<file path="src/usi_defs.vh">
`ifndef USI_DEFS_VH
`define USI_DEFS_VH
// Register byte addresses
`define USI_ADDR_MODE     8'h00
`define USI_ADDR_STAT     8'h04
`define USI_ADDR_DATA     8'h08
`define USI_ADDR_SADR     8'h0C
`define USI_ADDR_TOUT     8'h10
`define USI_ADDR_W        8
// Reset values
`define USI_MODE_RST      8'hE0
`define USI_SADR_RST      8'h00
`define USI_STAT_RST      8'h81
`define USI_ZERO8         8'h00
// Mode register fields
`define USI_OPM_HI        7
`define USI_OPM_LO        5
`define USI_UART_BIT      4
`define USI_DEB_HI        3
`define USI_DEB_LO        2
`define USI_EN_BIT        1
`define USI_ICF_BIT       0
// Operating mode codes
`define USI_OPM_SPI_D4    3'b000
`define USI_OPM_SPI_D16   3'b001
`define USI_OPM_SPI_D64   3'b010
`define USI_OPM_SPI_SUB   3'b011
`define USI_OPM_SPI_TMR   3'b100
`define USI_OPM_SPI_SLV   3'b101
`define USI_OPM_I2C       3'b110
`define USI_OPM_UNUSED    3'b111
// Debounce codes and lengths
`define USI_DEB_NONE      2'b00
`define USI_DEB_TWO       2'b01
`define USI_DEB_LEN2      3'd2
`define USI_DEB_LEN4      3'd4
`define USI_DEB_LEN0      3'd0
// Status register fields
`define USI_ST_CPL        7
`define USI_ST_HIT        6
`define USI_ST_BSY        5
`define USI_ST_TXD        4
`define USI_ST_AKC        3
`define USI_ST_RW         2
`define USI_ST_WU         1
`define USI_ST_RAK        0
// Bit counts
`define USI_BIT_LAST      4'd8
`define USI_BIT_ZERO      4'd0
`define USI_BIT_ONE       4'd1
// AHB encodings
`define USI_HTRANS_NONSEQ 2'b10
`endif

</file>
<file path="src/usi_i2c_slave.v">
// Functional notes
// - SDA and SCL are driven open-drain: only low or released.
// - Slave only; supports slave transmit and slave receive.
// - No chip select; selected when bus address equals stored address.
// - Address register bits 7..1 hold the 7-bit address; reset zero.
// - Address register bit 0 is plain read/write storage, unused.
// - One data register loaded before transmit, read after receive.
// - Optional SCL debounce of 2 or 4 system clocks.
// - Debounce code 00 none, 01 two clocks, 10 and 11 four clocks.
// - Debounce applies only when UART bit 0 and mode is 110.
// - Mode 000-100 SPI master, 101 SPI slave, 110 I2C, 111 unused.
// - SPI master clock code decodes sys/4, /16, /64, sub, timer/2.
// - Mode field counts only while UART bit is clear.
// - I2C register forms exist only while I2C mode selected.
// - Address register doubles as SPI control two in SPI mode.
// - Pull-up control stays effective while I2C is active.
// - Mode resets to 111; UART, debounce, enable, flag bits to 0.
// - Enable bit switches unit; cleared releases lines, unit idles.
// - Enabling in I2C resets status flags, keeps direction and ack.
`include "usi_defs.vh"
`default_nettype none

module usi_i2c_slave
(
    // System
    input  wire        clk_sys,
    input  wire        rst,
    input  wire        clk_en,
    // AHB-Lite slave
    input  wire        hsel,
    input  wire [31:0] haddr,
    input  wire [1:0]  htrans,
    input  wire        hwrite,
    input  wire [2:0]  hsize,
    input  wire [31:0] hwdata,
    input  wire        hready,
    output reg  [31:0] hrdata,
    output reg         hreadyout,
    output reg         hresp,
    // I2C pins, open drain
    input  wire        scl_in,
    output reg         scl_out,
    output reg         scl_oe,
    input  wire        sda_in,
    output reg         sda_out,
    output reg         sda_oe,
    // Pull-up control and mode decode
    input  wire        pullup_req,
    output reg         pullup_en,
    output reg         spi_mode,
    output reg  [2:0]  spi_clk_sel
);

    // ========================================
    // Registers and state
    // ========================================
    localparam [4:0] ST_IDLE = 5'b00001;
    localparam [4:0] ST_ADDR = 5'b00010;
    localparam [4:0] ST_RX   = 5'b00100;
    localparam [4:0] ST_TX   = 5'b01000;
    localparam [4:0] ST_ACK  = 5'b10000;

    reg [7:0] mode_r;
    reg [7:0] sadr_r;
    reg [7:0] data_r;
    reg [7:0] tout_r;
    reg       cpl_r, hit_r, bsy_r, txd_r, akc_r, rw_r, wu_r, rak_r;
    reg [4:0] state_r;
    reg [7:0] shift_r;
    reg [3:0] bitc_r;
    reg       ackph_r;
    reg [2:0] deb_cnt_r;
    reg       scl_f_r, scl_d_r, sda_d_r;
    reg       en_d_r;
    reg       ap_wr_r, ap_rd_r;
    reg [7:0] ap_addr_r;

    wire [2:0] opm    = mode_r[`USI_OPM_HI:`USI_OPM_LO];
    wire       uart   = mode_r[`USI_UART_BIT];
    wire       en     = mode_r[`USI_EN_BIT];
    wire       i2c_md = ~uart && (opm == `USI_OPM_I2C);
    wire       act    = i2c_md && en;
    wire [1:0] deb    = mode_r[`USI_DEB_HI:`USI_DEB_LO];

    // Debounce length, forced to zero outside I2C mode
    wire [2:0] deb_len = !i2c_md ? `USI_DEB_LEN0 :
                         (deb == `USI_DEB_NONE) ? `USI_DEB_LEN0 :
                         (deb == `USI_DEB_TWO) ? `USI_DEB_LEN2 :
                         `USI_DEB_LEN4;

    wire [7:0] stat_v = {cpl_r, hit_r, bsy_r, txd_r,
                         akc_r, rw_r, wu_r, rak_r};

    // ========================================
    // SCL debounce
    // ========================================
    // Counter restarts whenever input and filtered level agree, so a glitch
    // shorter than the length never reaches the protocol logic
    wire scl_fnxt = (deb_len == `USI_DEB_LEN0) ? scl_in :
                    (scl_in != scl_f_r && deb_cnt_r + 3'd1 >= deb_len)
                    ? scl_in : scl_f_r;
    always @(posedge clk_sys)
    begin
        if (rst)
        begin
            deb_cnt_r <= `USI_DEB_LEN0;
            scl_f_r   <= 1'b1;
            scl_d_r   <= 1'b1;
            sda_d_r   <= 1'b1;
        end
        else if (clk_en)
        begin
            if (scl_in == scl_f_r || scl_fnxt != scl_f_r)
                deb_cnt_r <= `USI_DEB_LEN0;
            else
                deb_cnt_r <= deb_cnt_r + 3'd1;
            scl_f_r <= scl_fnxt;
            scl_d_r <= scl_f_r;
            sda_d_r <= sda_in;
        end
    end

    wire scl_rise = scl_f_r & ~scl_d_r;
    wire scl_fall = ~scl_f_r & scl_d_r;
    wire start_c  = scl_f_r & scl_d_r & sda_d_r & ~sda_in;
    wire stop_c   = scl_f_r & scl_d_r & ~sda_d_r & sda_in;

    // ========================================
    // AHB-Lite slave: one wait-free data phase
    // ========================================
    wire ap_take = hsel && hready && (htrans == `USI_HTRANS_NONSEQ);
    wire wr_mode = ap_wr_r && ap_addr_r == `USI_ADDR_MODE;
    wire wr_stat = ap_wr_r && ap_addr_r == `USI_ADDR_STAT && i2c_md;
    wire wr_data = ap_wr_r && ap_addr_r == `USI_ADDR_DATA;
    wire wr_sadr = ap_wr_r && ap_addr_r == `USI_ADDR_SADR;
    wire wr_tout = ap_wr_r && ap_addr_r == `USI_ADDR_TOUT && i2c_md;
    wire rd_data = ap_rd_r && ap_addr_r == `USI_ADDR_DATA;

    // Read mux; status and time-out read zero outside I2C mode
    reg [7:0] rd_v;
    always @*
    begin
        case (haddr[`USI_ADDR_W-1:0])
            `USI_ADDR_MODE: rd_v = mode_r;
            `USI_ADDR_STAT: rd_v = i2c_md ? stat_v : `USI_ZERO8;
            `USI_ADDR_DATA: rd_v = data_r;
            `USI_ADDR_SADR: rd_v = sadr_r;
            `USI_ADDR_TOUT: rd_v = i2c_md ? tout_r : `USI_ZERO8;
            default:        rd_v = `USI_ZERO8;
        endcase
    end

    // Read word latched in the address phase, so no wait state
    always @(posedge clk_sys)
    begin
        if (rst)
        begin
            ap_wr_r   <= 1'b0;
            ap_rd_r   <= 1'b0;
            ap_addr_r <= `USI_ZERO8;
            hrdata    <= 32'h0000_0000;
            hreadyout <= 1'b1;
            hresp     <= 1'b0;
        end
        else if (clk_en)
        begin
            ap_wr_r   <= ap_take && hwrite;
            ap_rd_r   <= ap_take && !hwrite;
            ap_addr_r <= haddr[`USI_ADDR_W-1:0];
            if (ap_take && !hwrite)
                hrdata <= {24'h00_0000, rd_v};
        end
    end

    // ========================================
    // Configuration registers
    // ========================================
    always @(posedge clk_sys)
    begin
        if (rst)
        begin
            mode_r <= `USI_MODE_RST;
            sadr_r <= `USI_SADR_RST;
            tout_r <= `USI_ZERO8;
            en_d_r <= 1'b0;
        end
        else if (clk_en)
        begin
            if (wr_mode)
                mode_r <= hwdata[7:0];
            if (wr_sadr)
                sadr_r <= hwdata[7:0];
            if (wr_tout)
                tout_r <= hwdata[7:0];
            en_d_r <= en;
        end
    end

    // ========================================
    // I2C slave protocol
    // ========================================
    wire addr_hit = (shift_r[7:1] == sadr_r[7:1]);
    wire en_rise  = en & ~en_d_r & i2c_md;

    always @(posedge clk_sys)
    begin
        if (rst)
        begin
            state_r <= ST_IDLE;
            shift_r <= `USI_ZERO8;
            data_r  <= `USI_ZERO8;
            bitc_r  <= `USI_BIT_ZERO;
            ackph_r <= 1'b0;
            cpl_r   <= 1'b1;
            hit_r   <= 1'b0;
            bsy_r   <= 1'b0;
            txd_r   <= 1'b0;
            akc_r   <= 1'b0;
            rw_r    <= 1'b0;
            wu_r    <= 1'b0;
            rak_r   <= 1'b1;
            sda_out <= 1'b0;
            sda_oe  <= 1'b0;
        end
        else if (clk_en)
        begin
            if (wr_stat)
            begin
                txd_r  <= hwdata[`USI_ST_TXD];
                akc_r  <= hwdata[`USI_ST_AKC];
                wu_r   <= hwdata[`USI_ST_WU];
            end
            if (wr_data || rd_data)
            begin
                hit_r  <= 1'b0;
                cpl_r  <= 1'b0;
            end
            if (wr_data)
                data_r <= hwdata[7:0];
            if (!act)
            begin
                state_r <= ST_IDLE;
                sda_oe  <= 1'b0;
            end
            else if (en_rise)
            begin
                // Flags to defaults; direction and ack kept
                cpl_r   <= 1'b1;
                hit_r   <= 1'b0;
                bsy_r   <= 1'b0;
                rw_r    <= 1'b0;
                rak_r   <= 1'b1;
                state_r <= ST_IDLE;
            end
            else if (stop_c)
            begin
                bsy_r   <= 1'b0;
                state_r <= ST_IDLE;
                sda_oe  <= 1'b0;
            end
            else if (start_c)
            begin
                bsy_r   <= 1'b1;
                hit_r   <= 1'b0;
                bitc_r  <= `USI_BIT_ZERO;
                state_r <= ST_ADDR;
                sda_oe  <= 1'b0;
            end
            else
            begin
                case (state_r)
                    ST_IDLE:
                        sda_oe <= 1'b0;
                    ST_ADDR, ST_RX:
                    begin
                        if (scl_rise && bitc_r != `USI_BIT_LAST)
                        begin
                            shift_r <= {shift_r[6:0], sda_d_r};
                            bitc_r  <= bitc_r + `USI_BIT_ONE;
                        end
                        else if (scl_fall && bitc_r == `USI_BIT_LAST)
                        begin
                            bitc_r <= `USI_BIT_ZERO;
                            if (state_r == ST_ADDR)
                            begin
                                if (addr_hit)
                                begin
                                    hit_r   <= 1'b1;
                                    cpl_r   <= 1'b1;
                                    rw_r    <= shift_r[0];
                                    sda_oe  <= 1'b1;
                                    ackph_r <= shift_r[0];
                                    state_r <= ST_ACK;
                                end
                                else
                                    state_r <= ST_IDLE;
                            end
                            else
                            begin
                                data_r  <= shift_r;
                                cpl_r   <= 1'b1;
                                sda_oe  <= ~akc_r;
                                ackph_r <= 1'b0;
                                state_r <= ST_ACK;
                            end
                        end
                    end
                    ST_ACK:
                        if (scl_fall)
                        begin
                            if (ackph_r)
                            begin
                                // Slave transmit: present MSB
                                shift_r <= {data_r[6:0], 1'b0};
                                sda_oe  <= ~data_r[7];
                                bitc_r  <= `USI_BIT_ONE;
                                state_r <= ST_TX;
                            end
                            else
                            begin
                                sda_oe  <= 1'b0;
                                state_r <= ST_RX;
                            end
                        end
                    ST_TX:
                        if (scl_fall)
                        begin
                            if (bitc_r == `USI_BIT_LAST)
                            begin
                                sda_oe  <= 1'b0;
                                bitc_r  <= `USI_BIT_ZERO;
                            end
                            else if (bitc_r == `USI_BIT_ZERO)
                            begin
                                shift_r <= {data_r[6:0], 1'b0};
                                sda_oe  <= ~data_r[7];
                                bitc_r  <= `USI_BIT_ONE;
                            end
                            else
                            begin
                                sda_oe  <= ~shift_r[7];
                                shift_r <= {shift_r[6:0], 1'b0};
                                bitc_r  <= bitc_r + `USI_BIT_ONE;
                            end
                        end
                        else if (scl_rise && bitc_r == `USI_BIT_ZERO)
                        begin
                            // Master ack bit; NAK ends the transfer
                            rak_r  <= sda_d_r;
                            cpl_r  <= 1'b1;
                            if (sda_d_r)
                                state_r <= ST_IDLE;
                        end
                    default:
                        state_r <= ST_IDLE;
                endcase
            end
        end
    end

    // ========================================
    // Pins and mode decode outputs
    // ========================================
    // SCL is never stretched; kept released but open-drain shaped
    always @(posedge clk_sys)
    begin
        if (rst)
        begin
            scl_out     <= 1'b0;
            scl_oe      <= 1'b0;
            pullup_en   <= 1'b0;
            spi_mode    <= 1'b0;
            spi_clk_sel <= `USI_OPM_UNUSED;
        end
        else if (clk_en)
        begin
            scl_out     <= 1'b0;
            scl_oe      <= 1'b0;
            pullup_en   <= pullup_req;
            spi_mode    <= ~uart && en &&
                           (opm <= `USI_OPM_SPI_SLV);
            spi_clk_sel <= uart ? `USI_OPM_UNUSED : opm;
        end
    end

endmodule

`default_nettype wire

</file>
<file path="config.mk">
export PLATFORM = sky130hd
export DESIGN_NAME = usi_i2c_slave
export DESIGN_NICKNAME = d
export VERILOG_FILES = /design/src/usi_i2c_slave.v
export VERILOG_INCLUDE_DIRS = /design/src /design/src/src
export SDC_FILE = /design/constraint.sdc
export NUM_CORES = 1
export LEC_CHECK = 0
export BUFFER_PORTS_ARGS = -buffer_cell sky130_fd_sc_hd__buf_2
export CAP_MARGIN = 30
export CORE_UTILIZATION = 59
export DETAILED_ROUTE_END_ITERATION = 8
export PLACE_DENSITY = 0.92
export REMOVE_ABC_BUFFERS = 1
export SLEW_MARGIN = 30
export SYNTH_ARGS = -nofsm -noshare
export SYNTH_HDL_FRONTEND = slang
export SYNTH_SLANG_ARGS = --single-unit
</file>
<file path="constraint.sdc">
create_clock -name clk_sys -period 5.82 [get_ports clk_sys]
set_input_delay 1.164 -clock clk_sys [delete_from_list [all_inputs] [get_ports clk_sys]]
set_output_delay 1.164 -clock clk_sys [all_outputs]
set_load 0.01 [all_outputs]
</file>
==> out/summary.txt <==
Hold Startpoint -> spi_clk_sel[0]
Slew HR -> 0.406
Pre-CTS setup slack -> 2.50 ns
Diode count -> 0
CTS root buf -> clkbuf_8
Final-stage net count -> 665
CTS tree -> done
Core Box Area -> 0.00834 sq mm
First-pass GRT wire length -> 20.6 mm
Crit path buf inv count -> 1
Share of cells above drive strength 1 -> 0.150
WL/cell -> 18.4 microns
Critical path destination -> hrdata[4]
GR Util All Layers -> 0.295
Clock-pin slew on the worst setup and hold paths -> 0.10 ns
I/O pin count -> 121
Routed via count -> 4437
EDFF count, synth -> 0
DRC -> 0
R2R Setup Slk -> 3.29 ns
Fin crit share -> 0.505
Final WS setup -> 2.88 ns
Detail Placement HPWL -> 9.07 mm
CP Launch Type -> primary input
Syn avg cell area -> 9.13 sq um
Rows -> 33
Num CTS Buffers -> 9
Crit path depth -> 6
Vias per std cell -> 6.41
RSZ-0062 raised after global routing -> false
Crit path capture type -> flip-flop
Initial DRC Count -> 373
Final wirelength -> 12.7 mm
Register area share after synthesis -> 0.346
Worst Clk Skew -> 0.0143 ns
Peak VDD IR -> 0.000160 V
RR Startpoint -> scl_f_r
Congestion Overflow GR -> 0
Max Cap Violations -> 0
Crit path from -> clk_en
Synth Flop Type -> dfxtp_1
CTS Buffer Depth -> 2
Post-DRT Antenna Nets -> 0
Top delay family on crit path -> simple AND/OR/NAND/NOR gates
Post-CTS setup buffers -> 0
Initial antenna violation count -> 0
Clk Latency, worst-skew pair -> 0.37 ns
Die W -> 95.4 microns
Largest stage delay, worst path -> 0.71 ns
Final setup viols -> 0
Worst Path Max Fanout -> 31
Syn Inst Count -> 564
Leakage -> 2.06 nW
Area Growth Syn to Fin -> 5.39%
Endpoint arrival time on the critical path -> 3.24 ns
Peak Freq -> 0.341 GHz
Post-layout minimum cycle time -> 2.94 ns
# H-tree levels -> 3
# clock sinks -> 89
Worst slew pin tran -> 0.889 ns
Fin. Hold Viols -> 0
Largest net degree at the start of global routing -> 67
# resized after CTS -> 0
Detailed Routing Iterations Pass 1 -> 5
Reg2reg path depth -> 5
Initial Utilization -> 0.618
Power per cell area -> 214 mW/mm^2
Unique masters post-synth -> 81
PortBufs -> 40
Async S/R FF share, synth -> 0
Gpl congestion -> 0.930
Worst Hold Class -> reg2reg
WS Path Type -> in2reg
Die height -> 95.4 microns
Worst Path Required -> 6.13 ns
Reg-to-reg endpoint -> bitc_r[3]
Synthesized cell area -> 0.00515 sq mm
Vias in the first global route -> 4177
Critical path's slowest cell -> or4b_1
Synthesized flop and latch total -> 89
Area of the die -> 0.00911 sq mm
Status -> finished, final reports clean
Setup TNS Final -> 0 ns
Hold buffer count at CTS -> 0
Yosys warns -> 0
Max Slew Vio Count -> 0
Crit path cell chain -> buf_2 > and4b_1 > nand3b_2 > or4b_1 > a2bb2oi_1 > nor2_1
## Yosys cell counts, types with 5 or more instances
cell type / instances / area [sq um]
buf_1: 6 / 22.5
o21ai_0: 14 / 70.1
o31ai_1: 5 / 37.5
nor2_1: 57 / 214
xnor2_1: 8 / 70.1
nand4_1: 10 / 62.6
a211oi_1: 5 / 37.5
a21oi_1: 24 / 120
nand2_1: 28 / 105
ha_1: 5 / 62.6
a221o_1: 10 / 100
a22o_1: 8 / 70.1
buf_4: 32 / 240
inv_1: 13 / 48.8
a311oi_1: 8 / 70.1
o2bb2ai_1: 8 / 70.1
mux2i_1: 54 / 541
a2bb2oi_1: 10 / 87.6
buf_2: 9 / 45.0
nand3_1: 13 / 65.1
nor3_1: 11 / 55.1
o211ai_1: 5 / 37.5
dfxtp_1: 89 / 1780
and3_1: 7 / 43.8
and2_1: 9 / 56.3
nor2b_1: 9 / 56.3
a22oi_1: 9 / 67.6
clkbuf_1: 12 / 45.0
## layer usage
layer	track usage	part of all wire
met1	0.374	0.43
met3	0.0494	0.069
met2	0.497	0.48
met4	0.119	0.029
met5	0	0
## where the power goes
part	internal (W)	switching (W)
combinational	0.0000257	0.0000584
clock	0.000224	0.000227
sequential	0.000615	0.00000892
total	0.000865	0.000295
## worst min-delay path by stage
stage / to / depth (start not counted) / slack, ns
detailed placement: spi_clk_sel[0] / 2 / 0.46
floorplan: hit_r / 2 / 0.43
global placement: ap_rd_r / 2 / 0.46
CTS: spi_clk_sel[0] / 2 / 0.49
finish: spi_clk_sel[0] / 2 / 0.49
global route: ap_rd_r / 2 / 0.50
## cells in the final DEF (no fill, tap or decap), types with 9 or more instances in the layout
cell	n
a21oi_1	24
a221o_1	10
a22oi_1	9
a2bb2oi_1	10
and2_1	9
buf_2	40
clkbuf_8	11
conb_1	29
dfxtp_1	89
inv_1	13
mux2i_1	54
nand2_1	28
nand3_1	13
nand4_1	10
nor2_1	57
nor2b_1	9
nor3_1	11
o21ai_0	14
## per-stage QoR
step,utilization,instance area (sq um),hold WS [ns],power (W),std cells
6_report,0.651,5430,0.487,0.00116,692
5_1_grt,0.651,5430,0.503,0.00120,692
4_1_cts,0.651,5430,0.485,0.00116,692
3_5_place_dp,0.625,5220,0.460,0.000718,676
3_3_place_gp,0.625,5220,0.456,0.000716,676
2_1_floorplan,-,4880,0.426,0.000679,530
## registers in the layout (all words and copies together), names as in the netlist, 3 cells and up
register / flops
bitc_r: 4
deb_cnt_r: 3
tout_r: 8
sadr_r: 8
hrdata: 8
shift_r: 8
spi_clk_sel: 3
data_r: 8
ap_addr_r: 8
mode_r: 8
state_r: 5
## cell type report
| class | instances | area [sq um] |
|---|---|---|
| fillers | 664 | 2910 |
| clock inverters | 5 | 61.3 |
| repair buffers | 41 | 208 |
| well taps | 105 | 131 |
| inverters | 14 | 52.6 |
| flip-flops and latches | 89 | 1780 |
| clock buffers | 11 | 151 |
| multi-input cells | 427 | 3040 |
## worst min-delay path: cells and delay by family, from the launching register on
family          cells  cell delay, ns
flops               1            0.33
simple gates        1            0.06
compound gates      1            0.07
## kinds of logic after synthesis
logic type                 synth area share
buffers and inverters                0.0831
AOI/OAI and AO/OA                     0.211
adders and majority gates            0.0121
and+or+nand+nor                       0.216
muxes                                 0.105
other                               0.00146
DFF                                   0.346
xor gates and xnor gates             0.0250
(Power assumes the default switching activity.)
